[src/logic/rtc_ext_params.svh]
// Constants for the extended control and address stack block.
// Assumes a 10 MHz core clock.
`ifndef RTC_EXT_PARAMS_SVH
`define RTC_EXT_PARAMS_SVH
// ============================================================
// Register offsets
`define OFS_EXT_STAT 8'h4a
`define OFS_EXT_EN 8'h4b
`define OFS_STK_OLDER 8'h4e
`define OFS_STK_PREV 8'h4f
`define OFS_XRAM_DATA 8'h53
// ============================================================
// Status/control field positions
`define B_AUXBAT 7
`define B_UPDPEND 6
`define B_BURST 5
`define B_RSVD 4
`define B_RELEASE 3
`define B_WIPEF 2
`define B_WAKEF 1
`define B_KICKF 0
// ============================================================
// Enable register field positions
`define B_AUXEN 7
`define B_OSCEN 6
`define B_XTAL 5
`define B_WIPEEN 4
`define B_HOLD 3
`define B_WIPEIE 2
`define B_WAKEIE 1
`define B_KICKIE 0
// ============================================================
// Reset values
`define RST_STAT 8'h08
`define RST_EN 8'h40
// ============================================================
// Pin index in the synchroniser vector
`define PIN_ALE 0
`define PIN_RD 1
`define PIN_WR 2
`define PIN_CS 3
`define PIN_KICK 4
`define PIN_WIPE 5
`define PIN_VCC 6
`define PIN_AUXBAT 7
`define PIN_OSC 8
`define PIN_AD 9
`define PIN_N 17
// ============================================================
// Timing and sizes
`define CLK_PERIOD_NS 100
`define UPD_LEAD_NS 122000
`define UPD_LEAD_CYC ((`UPD_LEAD_NS + `CLK_PERIOD_NS - 1) / `CLK_PERIOD_NS)
`define WIPE_BYTES 7'h72
`define STACK_DEPTH 4
`endif

[src/logic/rtc_ext_pkg.sv]
// Types shared by the extended control block.
// Assumes rtc_ext_params.svh for numeric constants.
package rtc_ext_pkg;
  typedef enum logic [1:0] {UPD_IDLE, UPD_LEAD, UPD_RUN} upd_state_t;
  typedef enum logic {WIPE_IDLE, WIPE_BUSY} wipe_state_t;
endpackage

[src/logic/pin_sync_if.sv]
// Carrier for synchronised pin levels and their edges.
// Assumes one core clock for producer and consumer.
`timescale 1ns/1ns
`default_nettype none
`include "rtc_ext_params.svh"
interface pin_sync_if;
  logic [`PIN_N-1:0] lvl;
  logic [`PIN_N-1:0] rise;
  logic [`PIN_N-1:0] fall;
  modport src (output lvl, output rise, output fall);
  modport dst (input lvl, input rise, input fall);
endinterface
`default_nettype wire

[src/logic/rtc_ext_ctrl.sv]
// Extended control/status registers and address recovery stack.
// Assumes bank_select_i comes from register A logic on clk_i.
`timescale 1ns/1ns
`default_nettype none
`include "rtc_ext_params.svh"
module rtc_ext_ctrl (
  // Clock and reset
  input wire logic clk_i,
  input wire logic rst_i,
  // Multiplexed host bus pins
  input wire logic [7:0] ad_i,
  output logic [7:0] ad_o,
  output logic ad_oe_o,
  input wire logic ale_i,
  input wire logic rd_n_i,
  input wire logic wr_n_i,
  input wire logic cs_n_i,
  // Bank select from register A
  input wire logic bank_select_i,
  // Device pins
  input wire logic kick_in_n_i,
  input wire logic ram_wipe_in_n_i,
  input wire logic vcc_ok_i,
  input wire logic aux_battery_valid_i,
  input wire logic osc_32k_i,
  output logic power_on_out_o,
  output logic power_on_out_oe_o,
  output logic system_mgmt_irq_o,
  output logic system_mgmt_irq_oe_o,
  output logic square_out_o,
  output logic aux_supply_pin_en_o,
  output logic xtal_load_sel_o,
  // Timekeeping side
  input wire logic update_request_i,
  input wire logic update_done_i,
  input wire logic wake_match_i,
  output logic update_go_o,
  // User RAM wipe and extended RAM side
  output logic ram_wipe_we_o,
  output logic [6:0] ram_wipe_addr_o,
  output logic xram_addr_inc_o
);
  // ============================================================
  // Declarations
  pin_sync_if sy ();
  logic [7:0] addr_ff;
  logic [7:0] stat_ff;
  logic [7:0] en_ff;
  logic [7:0] rdata_ff;
  logic [7:0] nxt_rdata;
  logic [10:0] lead_cnt_ff;
  logic [6:0] wipe_cnt_ff;
  logic [7:0] stk_prev;
  logic [7:0] stk_older;
  logic [7:0] din;
  logic rd_act;
  logic wr_done;
  logic rd_done;
  logic hit;
  logic wr_stat;
  logic wr_en;
  logic wake_set;
  logic kick_set;
  logic wipe_fin;
  logic wake_armed;
  logic kick_armed;
  logic vcc;
  rtc_ext_pkg::upd_state_t upd_ff;
  rtc_ext_pkg::wipe_state_t wipe_ff;

  // ============================================================
  // Pin synchronisation
  pin_sync u_sync (
    .clk_i(clk_i),
    .rst_i(rst_i),
    .raw_i({ad_i, osc_32k_i, aux_battery_valid_i, vcc_ok_i, ram_wipe_in_n_i,
      kick_in_n_i, cs_n_i, wr_n_i, rd_n_i, ale_i}),
    .sy(sy.src)
  );

  // Bus strobes, all after synchronisation
  assign din = sy.lvl[`PIN_AD +: 8];
  assign vcc = sy.lvl[`PIN_VCC];
  assign rd_act = ~sy.lvl[`PIN_RD] & ~sy.lvl[`PIN_CS];
  assign wr_done = sy.rise[`PIN_WR] & ~sy.lvl[`PIN_CS];
  assign rd_done = sy.rise[`PIN_RD] & ~sy.lvl[`PIN_CS];

  // ============================================================
  // Address latch; also the stack push
  always_ff @(posedge clk_i)
  begin
    if (rst_i)
      addr_ff <= 8'h00;
    else if (sy.fall[`PIN_ALE])
      addr_ff <= din;
  end

  addr_stack u_stack (
    .clk_i(clk_i),
    .rst_i(rst_i),
    .push_i(sy.fall[`PIN_ALE]),
    .addr_i(din),
    .prev_o(stk_prev),
    .older_o(stk_older)
  );

  // ============================================================
  // Decode: only in bank one; 0Ah handling lives in register A
  assign hit = bank_select_i && (addr_ff == `OFS_EXT_STAT || addr_ff == `OFS_EXT_EN ||
    addr_ff == `OFS_STK_OLDER || addr_ff == `OFS_STK_PREV);
  assign wr_stat = wr_done && bank_select_i && addr_ff == `OFS_EXT_STAT;
  assign wr_en = wr_done && bank_select_i && addr_ff == `OFS_EXT_EN;

  // Read mux; bit 4 of the status register is held at zero
  always_comb
  begin
    nxt_rdata = 8'h00;
    unique case (addr_ff)
      `OFS_EXT_STAT: nxt_rdata = stat_ff;
      `OFS_EXT_EN: nxt_rdata = en_ff;
      `OFS_STK_OLDER: nxt_rdata = stk_older;
      `OFS_STK_PREV: nxt_rdata = stk_prev;
      default: nxt_rdata = 8'h00;
    endcase
  end

  // Registered read data so the bus sees a clean value
  always_ff @(posedge clk_i)
  begin
    if (rst_i)
      rdata_ff <= 8'h00;
    else
      rdata_ff <= nxt_rdata;
  end
  assign ad_o = rdata_ff;
  assign ad_oe_o = rd_act & hit;

  // ============================================================
  // Event sources
  assign wake_set = wake_match_i;
  assign kick_set = sy.fall[`PIN_KICK];
  assign wake_armed = stat_ff[`B_WAKEF] & en_ff[`B_WAKEIE];
  assign kick_armed = stat_ff[`B_KICKF] & en_ff[`B_KICKIE];
  assign wipe_fin = (wipe_ff == rtc_ext_pkg::WIPE_BUSY) && (wipe_cnt_ff == `WIPE_BYTES - 7'h01);

  // ============================================================
  // Status flags: hardware set wins over a software clear
  always_ff @(posedge clk_i)
  begin
    if (rst_i)
      stat_ff[2:0] <= 3'h0;
    else
    begin
      stat_ff[`B_KICKF] <= kick_set | (wr_stat ? din[`B_KICKF] : stat_ff[`B_KICKF]);
      stat_ff[`B_WAKEF] <= wake_set | (wr_stat ? din[`B_WAKEF] : stat_ff[`B_WAKEF]);
      stat_ff[`B_WIPEF] <= wipe_fin | (wr_stat ? din[`B_WIPEF] : stat_ff[`B_WIPEF]);
    end
  end

  // Release bit: armed events and power fail beat software
  always_ff @(posedge clk_i)
  begin
    if (rst_i)
      stat_ff[`B_RELEASE] <= 1'b1;
    else if (wake_armed | kick_armed)
      stat_ff[`B_RELEASE] <= 1'b0;
    else if (sy.fall[`PIN_VCC] & ~en_ff[`B_HOLD])
      stat_ff[`B_RELEASE] <= 1'b1;
    else if (wr_stat)
      stat_ff[`B_RELEASE] <= din[`B_RELEASE];
  end

  // Burst enable, reserved bit and live status bits
  always_ff @(posedge clk_i)
  begin
    if (rst_i)
    begin
      stat_ff[`B_BURST] <= 1'b0;
      stat_ff[`B_RSVD] <= 1'b0;
      stat_ff[`B_AUXBAT] <= 1'b0;
      stat_ff[`B_UPDPEND] <= 1'b0;
    end
    else
    begin
      if (wr_stat)
        stat_ff[`B_BURST] <= din[`B_BURST];
      stat_ff[`B_RSVD] <= 1'b0;
      stat_ff[`B_AUXBAT] <= sy.lvl[`PIN_AUXBAT];
      // Follows the next state, so it rises with the lead phase and not one cycle late
      stat_ff[`B_UPDPEND] <= (upd_ff == rtc_ext_pkg::UPD_IDLE) ? update_request_i :
        !(upd_ff == rtc_ext_pkg::UPD_RUN && update_done_i);
    end
  end

  // ============================================================
  // Enable register; oscillator output re-armed on mains return
  always_ff @(posedge clk_i)
  begin
    if (rst_i)
      en_ff <= `RST_EN;
    else
    begin
      if (wr_en)
        en_ff <= din;
      if (sy.rise[`PIN_VCC])
        en_ff[`B_OSCEN] <= 1'b1;
    end
  end

  // ============================================================
  // Update pending: lead time then wait for the update to finish
  always_ff @(posedge clk_i)
  begin
    if (rst_i)
    begin
      upd_ff <= rtc_ext_pkg::UPD_IDLE;
      lead_cnt_ff <= 11'h000;
    end
    else
    begin
      unique case (upd_ff)
        rtc_ext_pkg::UPD_IDLE:
          if (update_request_i)
          begin
            upd_ff <= rtc_ext_pkg::UPD_LEAD;
            lead_cnt_ff <= 11'h000;
          end
        rtc_ext_pkg::UPD_LEAD:
          if (lead_cnt_ff == 11'(`UPD_LEAD_CYC - 1))
            upd_ff <= rtc_ext_pkg::UPD_RUN;
          else
            lead_cnt_ff <= lead_cnt_ff + 11'h001;
        rtc_ext_pkg::UPD_RUN:
          if (update_done_i)
            upd_ff <= rtc_ext_pkg::UPD_IDLE;
      endcase
    end
  end
  assign update_go_o = (upd_ff == rtc_ext_pkg::UPD_LEAD) && (lead_cnt_ff == 11'(`UPD_LEAD_CYC - 1));

  // ============================================================
  // User RAM wipe: one byte per cycle, ignored unless enabled
  always_ff @(posedge clk_i)
  begin
    if (rst_i)
    begin
      wipe_ff <= rtc_ext_pkg::WIPE_IDLE;
      wipe_cnt_ff <= 7'h00;
    end
    else
    begin
      unique case (wipe_ff)
        rtc_ext_pkg::WIPE_IDLE:
          if (sy.fall[`PIN_WIPE] & en_ff[`B_WIPEEN])
          begin
            wipe_ff <= rtc_ext_pkg::WIPE_BUSY;
            wipe_cnt_ff <= 7'h00;
          end
        rtc_ext_pkg::WIPE_BUSY:
          if (wipe_fin)
            wipe_ff <= rtc_ext_pkg::WIPE_IDLE;
          else
            wipe_cnt_ff <= wipe_cnt_ff + 7'h01;
      endcase
    end
  end
  assign ram_wipe_we_o = (wipe_ff == rtc_ext_pkg::WIPE_BUSY);
  assign ram_wipe_addr_o = wipe_cnt_ff;

  // ============================================================
  // Pin outputs; open-drain pins only ever pull low
  assign power_on_out_o = 1'b0;
  assign power_on_out_oe_o = ~stat_ff[`B_RELEASE];
  assign system_mgmt_irq_o = 1'b0;
  // Interrupt only with mains present, so it follows power-up
  assign system_mgmt_irq_oe_o = vcc & ((stat_ff[`B_WIPEF] & en_ff[`B_WIPEIE]) |
    wake_armed | kick_armed);
  assign aux_supply_pin_en_o = en_ff[`B_AUXEN];
  assign xtal_load_sel_o = en_ff[`B_XTAL];
  // Burst step on the trailing strobe edge of a data access
  assign xram_addr_inc_o = stat_ff[`B_BURST] & bank_select_i &
    (addr_ff == `OFS_XRAM_DATA) & (rd_done | wr_done);

  // Square output from a flop; jitter of one clock is accepted
  always_ff @(posedge clk_i)
  begin
    if (rst_i)
      square_out_o <= 1'b0;
    else
      square_out_o <= sy.lvl[`PIN_OSC] & en_ff[`B_OSCEN];
  end

  // ============================================================
  // Assertions
  logic [10:0] seen_ff;
  always_ff @(posedge clk_i)
  begin
    if (rst_i || upd_ff == rtc_ext_pkg::UPD_IDLE)
      seen_ff <= 11'h000;
    else if (upd_ff == rtc_ext_pkg::UPD_LEAD)
      seen_ff <= seen_ff + 11'h001;
  end

  property p_upd_lead;
    @(posedge clk_i) disable iff (rst_i)
    update_go_o |-> seen_ff == 11'(`UPD_LEAD_CYC - 1) && upd_ff == rtc_ext_pkg::UPD_LEAD;
  endproperty
  a_upd_lead: assert property (p_upd_lead) else $error("update lead time wrong");

  property p_pend;
    @(posedge clk_i) disable iff (rst_i)
    update_go_o |-> ##2 stat_ff[`B_UPDPEND];
  endproperty
  a_pend: assert property (p_pend) else $error("pending not shown");

  property p_pend_lead;
    @(posedge clk_i) disable iff (rst_i)
    $rose(upd_ff == rtc_ext_pkg::UPD_LEAD) |-> stat_ff[`B_UPDPEND];
  endproperty
  a_pend_lead: assert property (p_pend_lead) else $error("pending late");

  property p_kick;
    @(posedge clk_i) disable iff (rst_i)
    sy.fall[`PIN_KICK] |=> stat_ff[`B_KICKF];
  endproperty
  a_kick: assert property (p_kick) else $error("kick flag not set");

  property p_wake;
    @(posedge clk_i) disable iff (rst_i)
    wake_match_i && en_ff[`B_WAKEIE] |=> ##1 !stat_ff[`B_RELEASE] && power_on_out_oe_o;
  endproperty
  a_wake: assert property (p_wake) else $error("wake did not drive power");

  property p_pwr;
    @(posedge clk_i) disable iff (rst_i)
    power_on_out_oe_o == !stat_ff[`B_RELEASE] && !power_on_out_o;
  endproperty
  a_pwr: assert property (p_pwr) else $error("power pin mismatch");

  property p_fail;
    @(posedge clk_i) disable iff (rst_i)
    sy.fall[`PIN_VCC] && !en_ff[`B_HOLD] && !wake_armed && !kick_armed |=> !power_on_out_oe_o;
  endproperty
  a_fail: assert property (p_fail) else $error("power kept through fail");

  property p_wipe;
    @(posedge clk_i) disable iff (rst_i)
    $rose(ram_wipe_we_o) |-> ##113 (ram_wipe_we_o && ram_wipe_addr_o == 7'h71) ##1
      (!ram_wipe_we_o && stat_ff[`B_WIPEF]);
  endproperty
  a_wipe: assert property (p_wipe) else $error("wipe length wrong");

  property p_irq;
    @(posedge clk_i) disable iff (rst_i)
    vcc && stat_ff[`B_WIPEF] && en_ff[`B_WIPEIE] |-> system_mgmt_irq_oe_o;
  endproperty
  a_irq: assert property (p_irq) else $error("wipe irq missing");

  property p_noburst;
    @(posedge clk_i) disable iff (rst_i)
    !stat_ff[`B_BURST] || addr_ff != `OFS_XRAM_DATA |-> !xram_addr_inc_o;
  endproperty
  a_noburst: assert property (p_noburst) else $error("burst step unexpected");

  property p_push;
    @(posedge clk_i) disable iff (rst_i)
    sy.fall[`PIN_ALE] |=> stk_prev == $past(addr_ff) && stk_older == $past(stk_prev);
  endproperty
  a_push: assert property (p_push) else $error("stack push wrong");

  property p_rsvd;
    @(posedge clk_i) disable iff (rst_i)
    ad_oe_o && $past(addr_ff) == `OFS_EXT_STAT |-> !ad_o[`B_RSVD];
  endproperty
  a_rsvd: assert property (p_rsvd) else $error("reserved bit set");

  c_wake: cover property (@(posedge clk_i) disable iff (rst_i) wake_armed ##1 system_mgmt_irq_oe_o);
  c_wipe: cover property (@(posedge clk_i) disable iff (rst_i) $fell(ram_wipe_we_o));
  c_burst: cover property (@(posedge clk_i) disable iff (rst_i) xram_addr_inc_o);
endmodule // rtc_ext_ctrl
`default_nettype wire

[src/logic/pin_sync.sv]
// Two-flop synchronisers with edge detection for all pins.
// Assumes pins are asynchronous to clk_i.
`timescale 1ns/1ns
`default_nettype none
`include "rtc_ext_params.svh"
module pin_sync (
  // Clock and reset
  input wire logic clk_i,
  input wire logic rst_i,
  // Raw pins
  input wire logic [`PIN_N-1:0] raw_i,
  // Synchronised view
  pin_sync_if.src sy
);
  // ============================================================
  // Per-pin synchroniser; edges look only at stages two and three
  genvar g;
  generate
    for (g = 0; g < `PIN_N; g++)
    begin : g_pin
      logic s1_ff;
      logic s2_ff;
      logic s3_ff;
      always_ff @(posedge clk_i)
      begin
        s1_ff <= raw_i[g];
        s2_ff <= s1_ff;
        s3_ff <= s2_ff;
      end
      assign sy.lvl[g] = s2_ff;
      assign sy.rise[g] = s2_ff & ~s3_ff & ~rst_i;
      assign sy.fall[g] = ~s2_ff & s3_ff & ~rst_i;
    end
  endgenerate
endmodule // pin_sync
`default_nettype wire

[src/logic/addr_stack.sv]
// Four-deep shift stack of latched register addresses.
// Assumes push is a one-cycle pulse.
`timescale 1ns/1ns
`default_nettype none
`include "rtc_ext_params.svh"
module addr_stack (
  // Clock and reset
  input wire logic clk_i,
  input wire logic rst_i,
  // Push side
  input wire logic push_i,
  input wire logic [7:0] addr_i,
  // Read side
  output logic [7:0] prev_o,
  output logic [7:0] older_o
);
  logic [7:0] ent_ff [`STACK_DEPTH];
  // ============================================================
  // Shift on push; the oldest entry falls off the end
  genvar g;
  generate
    for (g = 0; g < `STACK_DEPTH; g++)
    begin : g_ent
      always_ff @(posedge clk_i)
      begin
        if (rst_i)
          ent_ff[g] <= 8'h00;
        else if (push_i)
          ent_ff[g] <= (g == 0) ? addr_i : ent_ff[(g == 0) ? 0 : g - 1];
      end
    end
  endgenerate
  assign prev_o = ent_ff[1];
  assign older_o = ent_ff[2];
endmodule // addr_stack
`default_nettype wire

[config.mk]
export PLATFORM = sky130hd
export DESIGN_NAME = rtc_ext_ctrl
export DESIGN_NICKNAME = d
export VERILOG_FILES = /design/src/logic/rtc_ext_pkg.sv /design/src/logic/pin_sync_if.sv /design/src/logic/rtc_ext_ctrl.sv /design/src/logic/pin_sync.sv /design/src/logic/addr_stack.sv
export VERILOG_INCLUDE_DIRS = /design/src /design/src/logic
export SDC_FILE = /design/constraint.sdc
export NUM_CORES = 1
export LEC_CHECK = 0
export BUFFER_PORTS_ARGS = -buffer_cell sky130_fd_sc_hd__buf_2
export CORE_ASPECT_RATIO = 1.2
export CORE_UTILIZATION = 30
export DETAILED_ROUTE_END_ITERATION = 10
export PLACE_DENSITY = 0.54
export RECOVER_POWER = 50
export SLEW_MARGIN = 20
export SYNTH_ARGS = -nofsm -noshare
export SYNTH_HDL_FRONTEND = slang
export SYNTH_SLANG_ARGS = --single-unit
[constraint.sdc]
create_clock -name clk_i -period 3.7 [get_ports clk_i]
set_clock_uncertainty 0.15 [all_clocks]
set_input_delay 0.37 -clock clk_i [delete_from_list [all_inputs] [get_ports clk_i]]
set_output_delay 0.37 -clock clk_i [all_outputs]
set_load 0.01 [all_outputs]
==> flow_summary_export.csv, run 1 <==
group,metric,value,unit
yosys,synth_cell_types,59,
cells_and_area,drive_gt1_frac,0.199,
yosys,synth-edff-count,24,
worst_setup_path,critPathCaptureType,"output port",
floorplanning,chipHeight,133,um
sta,finalCriticalPeriod,2.66,ns
cells_and_area,fill_cells,1345,
global_route,grt_pass1_vias,2822,
worst_setup_path,worst-setup-path-type,"in -> out",
sta,timing.max_slew.rel_slack,0.276,
yosys,sequential_cell_area_fraction_in_the_yosys_report,0.605,
yosys,yosys_warnings,0,
floorplanning,floorplan.die.width,111,um
clock_tree,tritoncts_num_sinks,117,
global_route,overflow,0,
yosys,synth_largest_type_area_fraction,0.436,
clock_tree,post_cts_resized,0,
yosys,synth_area_leaders,"sky130_fd_sc_hd__dfxtp_1 (44%), sky130_fd_sc_hd__edfxtp_1 (17%), sky130_fd_sc_hd__mux4_2 (3.7%)",
floorplanning,floorplan.initialDensity,0.309,
global_route,pin_count_of_the_biggest_net_entering_global_routing,27,
clock_tree,clock_tree.root_cell,"sky130_fd_sc_hd__clkbuf_16",
detailed_routing,first_iter_violations,93,
sta,report.final.slew_viol_count,0,
cells_and_area,flow.area_growth_from_synthesis,25.9,%
worst_hold_path,worst_hold_path_type,"in -> reg",
worst_setup_path,cp-start-kind,"input pin",
outcome,outcome,"complete, no violations",
detailed_routing,via_per_inst,4.67,
job,max_cap_viol_count,0,
sta,layout_worst_path_cycle_share,0.718,
cells_and_area,antenna_cells_inserted,0,
sta,maxClockFrequency,0.376,GHz
global_route,grt_pass1_wl,14300,um
floorplanning,rows,47,
clock_tree,cts_htree_levels,4,
placed_design,routability_congestion_estimate_from_global_placement,0.757,
worst_setup_path,worst_setup_path_startpoint,"rst_i",
sta,setup_viol,0,
global_route,groute.usage.overall,0.127,
placed_design,portBuffers,46,
global_route,grt_antenna_before_repair,0,
sta,fin_setup_tns,0,ns
worst_setup_path,critical_path.max_fanout,26,
yosys,postSynthAreaPerCell,12.1,um2
yosys,synth_top_area_cell,"sky130_fd_sc_hd__dfxtp_1",
clock_tree,post_cts.repair.setup_buffers,0,
power_and_ir_drop,vdd_drop_max,356,uV
worst_setup_path,worst_ep_required_time,3.18,ns
clock_tree,clockBufferDepth,2,
yosys,ys_async_sr_fraction,0,
detailed_routing,vias,2841,
detailed_routing,drt_first_pass_iters,4,
detailed_routing,post-route-drc-count,0,
detailed_routing,routed_wl,8580,um
sta,setup_repair_after_global_routing_missed_its_margin,"false",
sta,number_of_hold_violations_in_the_final_report,0,
power_and_ir_drop,power.density,569,nW/um2
cells_and_area,fin_util,0.389,
clock_tree,clk-insertion-delay-late,0.41,ns
sta,tightest_slew,1.09,ns
detailed_routing,routedWlPerCell,14.1,um
yosys,syn-instance-count,352,
detailed_routing,antenna_left,0,
cells_and_area,nNetsFinal,454,
yosys,synthesis.area,4270,um2
placed_design,detailedPlacementHpwl,5850,um
floorplanning,coreArea,13800,um2
clock_tree,tritoncts.num_buffers,17,
clock_tree,postCtsHoldBufs,17,
worst_hold_path,hold_path_startpoint,"wake_match_i",
yosys,synth_top_cells_by_count,"sky130_fd_sc_hd__dfxtp_1 (93), sky130_fd_sc_hd__nor2_1 (25), sky130_fd_sc_hd__and2_1 (24), sky130_fd_sc_hd__edfxtp_1 (24), sky130_fd_sc_hd__a21oi_1 (16)",
clock_tree,clock_edge_transition_at_the_registers_on_the_reported_setup_and_hold_paths,0.06,ns
yosys,synth-seq-cells,117,
worst_setup_path,reg2reg_from,"u_sync.g_pin[0].s2_ff",
worst_setup_path,cp.arrival,2.14,ns
yosys,yosys.cell_count.top_type,"sky130_fd_sc_hd__dfxtp_1",
floorplanning,boundaryPins,49,
floorplanning,total_die_area,14700,um2
clock_tree,cts_tree,"built",
power_and_ir_drop,leakage,2.18,nW
yosys,ys.flop_type,"sky130_fd_sc_hd__dfxtp_1",
## flip-flops by register name (all words and copies together) (netlist names)
register and cells:
ad_o 8, addr_ff 8, en_ff 8, lead_cnt_ff 11
ram_wipe_addr_o 7, ram_wipe_we_o 1, square_out_o 1, stat_ff 7
u_stack.ent_ff 24, u_sync.g_pin.s1_ff 17, u_sync.g_pin.s2_ff 17, u_sync.g_pin.s3_ff 6
upd_ff 2
## power by group
group | internal (mW) | switching, mW | total (mW)
clock | 0.936 | 0.615 | 1.55
sequential | 1.35 | 0.0294 | 1.38
combinational | 0.0603 | 0.0655 | 0.126
## cells by family (layout without fill, tap and decap cells)
kind of cell | after synthesis | count (layout) | share of synthesized area
buffers and inverters | 23 | 108 | 0.0278
adders and majority gates | 6 | 6 | 0.0176
muxes | 23 | 23 | 0.0750
other | 1 | 2 | 0.000878
DFF | 117 | 117 | 0.605
and+or+nand+nor | 127 | 127 | 0.183
AOI/OAI and AO/OA | 47 | 47 | 0.0750
xor gates and xnor gates | 8 | 8 | 0.0164
## path summary, 6_finish.rpt
| check | end | slack (ns) | cells after the start |
|---|---|---|---|
| hold reg to reg | u_sync.g_pin[6].s2_ff | 0.17 | 0 |
| setup reg to reg | u_stack.ent_ff[1][7] | 1.56 | 3 |
| hold / removal | stat_ff[1] | 0.07 | 3 |
| setup / recovery | xram_addr_inc_o | 1.04 | 6 |
## through the flow
stage	worst slack [ns]	std cells	hold slack (ns)	instance area (um2)	power, mW
after CTS	1.17	609	0.0441	5400	3.11
after floorplan	1.88	353	0.160	4270	1.48
after global routing	0.828	609	0.0809	5380	3.18
after detailed placement	1.33	560	0.162	4660	1.52
final	1.04	609	0.0744	5380	3.06
after global placement	1.40	560	0.161	4660	1.52
## critical path, stage by stage
cell and delay [ns]:
sky130_fd_sc_hd__clkbuf_1 0.20, sky130_fd_sc_hd__clkbuf_1 0.50, sky130_fd_sc_hd__nor4b_2 0.57, sky130_fd_sc_hd__nand4_1 0.17, sky130_fd_sc_hd__a21oi_1 0.18, sky130_fd_sc_hd__buf_2 0.15
## area by class of cell
type                    count  area [um2]  area share
repair buffers             65         395      0.0735
well taps                 171         214      0.0398
multi-input cells         213        1570       0.293
inverters                  11        41.3     0.00768
flip-flops and latches    117        2580       0.480
clock inverters            15         145      0.0270
clock buffers              17         425      0.0791
## placed cells by master (no fill, tap or decap), types with 3 or more instances in the layout
master,Yosys,final
sky130_fd_sc_hd__a21o_1,8,8
sky130_fd_sc_hd__a21oi_1,16,16
sky130_fd_sc_hd__and2_0,0,18
sky130_fd_sc_hd__and2_1,24,6
sky130_fd_sc_hd__buf_2,2,36
sky130_fd_sc_hd__clkbuf_1,5,12
sky130_fd_sc_hd__clkbuf_16,0,17
sky130_fd_sc_hd__clkinv_4,0,4
sky130_fd_sc_hd__clkinvlp_4,0,3
sky130_fd_sc_hd__dfxtp_1,93,93
sky130_fd_sc_hd__dlygate4sd3_1,0,17
sky130_fd_sc_hd__edfxtp_1,24,24
sky130_fd_sc_hd__ha_1,6,6
sky130_fd_sc_hd__inv_1,11,11
sky130_fd_sc_hd__inv_6,0,6
sky130_fd_sc_hd__mux2i_1,14,14
sky130_fd_sc_hd__mux4_2,7,7
sky130_fd_sc_hd__nand2_1,13,13
sky130_fd_sc_hd__nand2b_1,4,4
sky130_fd_sc_hd__nand3_1,7,7
sky130_fd_sc_hd__nand4_1,4,4
sky130_fd_sc_hd__nor2_1,25,25
sky130_fd_sc_hd__nor2b_1,9,9
sky130_fd_sc_hd__nor3_1,7,7
sky130_fd_sc_hd__nor3b_1,3,3
sky130_fd_sc_hd__nor4_1,4,4
sky130_fd_sc_hd__o21ai_0,4,4
sky130_fd_sc_hd__o21ai_1,4,4
sky130_fd_sc_hd__or3_1,5,5
sky130_fd_sc_hd__xnor2_1,4,4
sky130_fd_sc_hd__xor2_1,4,4
## per-layer routing
layer / vias to the layer above / part of all wire / global-route usage / wire length (um)
li1: 1396 / - / - / -
met4: 0 / 0.022 / 0.0689 / 189
met5: - / 0 / 0 / 0
met3: 14 / 0.044 / 0.0412 / 378
met1: 1356 / 0.43 / 0.145 / 3710
met2: 75 / 0.50 / 0.211 / 4310
Note: power is estimated with default switching activity, not from simulation.
==> run 2, diff against run 1 <==
--- a/config.mk
+++ b/config.mk
@@ -10,7 +10,7 @@
 export CORE_ASPECT_RATIO = 1.2
 export CORE_UTILIZATION = 30
 export DETAILED_ROUTE_END_ITERATION = 10
-export PLACE_DENSITY = 0.54
+export PLACE_DENSITY = 0.55
 export RECOVER_POWER = 50
 export SLEW_MARGIN = 20
 export SYNTH_ARGS = -nofsm -noshare
==> constraint.sdc (replaced) <==
create_clock -name clk_i -period 2.18 [get_ports clk_i]
set_clock_uncertainty 0.15 [all_clocks]
set_input_delay 0.218 -clock clk_i [delete_from_list [all_inputs] [get_ports clk_i]]
set_output_delay 0.218 -clock clk_i [all_outputs]
set_load 0.01 [all_outputs]
==> run 2 against run 1 <==
Net effect:
- register-to-register slack got worse by 1.2 ns
- sequential power rose by 70%
- count of clock-buffer cells in the layout rose by 7
- largest cell class unchanged
- clock power rose by 72%
- combinational power rose by 90%
- design area rose by 2.0%
- first-iteration DRC count rose by 63%
==> flow_summary_export.csv, run 2 (same netlist as run 1, synthesis figures left out) <==
group,metric,value,unit
global_route,overflow,0,
worst_hold_path,worst_hold_path_type,"in -> reg",
cells_and_area,antenna_cells_inserted,0,
sta,setup_repair_after_global_routing_missed_its_margin,"false",
power_and_ir_drop,vdd_drop_max,687,uV
detailed_routing,drt_first_pass_iters,4,
job,max_cap_viol_count,0,
cells_and_area,layout_common_cells,"sky130_fd_sc_hd__dfxtp_1 (92), sky130_fd_sc_hd__buf_2 (33), sky130_fd_sc_hd__nor2_1 (25)",
floorplanning,rows,47,
floorplanning,boundaryPins,49,
global_route,grt_pass1_wl,14400,um
worst_setup_path,critical_path.max_fanout,6,
clock_tree,cts_htree_levels,4,
cells_and_area,flow.area_growth_from_synthesis,28.5,%
floorplanning,chipHeight,133,um
cells_and_area,fill_cells,1324,
clock_tree,tritoncts.num_buffers,17,
power_and_ir_drop,leakage,2.24,nW
power_and_ir_drop,power.density,955,nW/um2
global_route,grt_pass1_vias,2926,
worst_setup_path,worst_ep_required_time,1.81,ns
cells_and_area,regMostFlops,"u_stack.ent_ff",
detailed_routing,vias,2866,
cells_and_area,layout.cells.most_common,"sky130_fd_sc_hd__dfxtp_1",
cells_and_area,layout_top_registers,"u_stack.ent_ff: 24 flops, u_sync.g_pin.s1_ff: 17 flops, u_sync.g_pin.s2_ff: 17 flops",
floorplanning,floorplan.initialDensity,0.309,
sta,layout_worst_path_cycle_share,0.942,
worst_setup_path,cp.arrival,1.69,ns
cells_and_area,drive_gt1_frac,0.209,
detailed_routing,post-route-drc-count,0,
sta,finalCriticalPeriod,2.05,ns
global_route,groute.usage.overall,0.128,
sta,number_of_hold_violations_in_the_final_report,0,
clock_tree,cts_tree,"built",
detailed_routing,routed_wl,8540,um
detailed_routing,first_iter_violations,152,
cells_and_area,largest_register_ffs,24,
sta,report.final.slew_viol_count,0,
sta,setup_viol,0,
worst_setup_path,critPathCaptureType,"output port",
clock_tree,clockBufferDepth,2,
placed_design,detailedPlacementHpwl,5720,um
worst_setup_path,cp-start-kind,"flip-flop",
sta,fin_setup_tns,0,ns
sta,maxClockFrequency,0.487,GHz
floorplanning,floorplan.die.width,111,um
clock_tree,clk-insertion-delay-late,0.40,ns
sta,timing.max_slew.rel_slack,0.429,
cells_and_area,nNetsFinal,465,
global_route,grt_antenna_before_repair,0,
detailed_routing,antenna_left,0,
detailed_routing,routedWlPerCell,13.8,um
floorplanning,coreArea,13800,um2
placed_design,portBuffers,46,
clock_tree,clock_tree.root_cell,"sky130_fd_sc_hd__clkbuf_16",
worst_setup_path,worst-setup-path-type,"reg -> out",
sta,tightest_slew,0.857,ns
outcome,outcome,"complete, no violations",
floorplanning,total_die_area,14700,um2
detailed_routing,via_per_inst,4.62,
clock_tree,clock_edge_transition_at_the_registers_on_the_reported_setup_and_hold_paths,0.05,ns
clock_tree,tritoncts_num_sinks,117,
cells_and_area,fin_util,0.397,
global_route,pin_count_of_the_biggest_net_entering_global_routing,25,
placed_design,routability_congestion_estimate_from_global_placement,0.780,
[run 2: final cells by class]
cell class | count | area, um2 | share of cell area
clock buffer | 24 | 513 | 0.0935
multi-input combinational | 213 | 1590 | 0.289
sequential | 117 | 2580 | 0.471
tap | 171 | 214 | 0.0390
timing repair buffer | 76 | 477 | 0.0869
inverter | 11 | 41.3 | 0.00753
clock inverter | 8 | 70.1 | 0.0128
[run 2: final timing paths]
path	slack [ns]	startpoint	depth (start not counted)	to
worst max-delay path	0.13	lead_cnt_ff[0]	4	update_go_o
worst min-delay path	0.15	update_request_i	3	lead_cnt_ff[5]
worst max register to register	0.35	upd_ff[1]	7	lead_cnt_ff[9]
worst min register to register	0.17	u_sync.g_pin[14].s1_ff	0	u_sync.g_pin[14].s2_ff
[run 2: worst max-delay path, stage by stage, from the launching register on]
cell and delay [ns]:
sky130_fd_sc_hd__dfxtp_1 0.46, sky130_fd_sc_hd__ha_4 0.23, sky130_fd_sc_hd__nand4bb_4 0.16, sky130_fd_sc_hd__nor4_4 0.26, sky130_fd_sc_hd__buf_2 0.17
[run 2: metrics by stage]
stage,power (mW),hold WS (ns),instances,worst slack (ns),area (um2)
2_1_floorplan,2.52,0.0957,353,0.440,4270
3_3_place_gp,2.59,0.160,568,0.364,4720
3_5_place_dp,2.60,0.162,568,0.318,4720
4_1_cts,5.31,0.0302,620,0.0288,5500
5_1_grt,5.46,0.181,620,0.0245,5490
6_report,5.24,0.152,620,0.127,5490
[run 2: what timing repair did]
action | 4_1_cts | 5_1_grt
resized for setup | 2 | 2
setup buffers | 1 | 0
hold buffers | 19 | 0
hold endpoints to repair | 19 | 0
setup endpoints to repair | 1 | 1
pin swaps | 1 | 1
[run 2: power breakdown]
part | leakage (nW) | switching, mW | internal [mW]
clock network | 0.287 | 0.917 | 1.74
logic | 0.925 | 0.122 | 0.118
registers | 1.03 | 0.0435 | 2.30
total | 2.24 | 1.08 | 4.16
[run 2: per-layer routing]
layer | GRT usage | vias to the layer above | part of all wire
met5 | 0 | - | 0
li1 | - | 1414 | -
met4 | 0.0637 | 0 | 0.019
met3 | 0.0463 | 12 | 0.046
met1 | 0.142 | 1379 | 0.43
met2 | 0.215 | 61 | 0.50
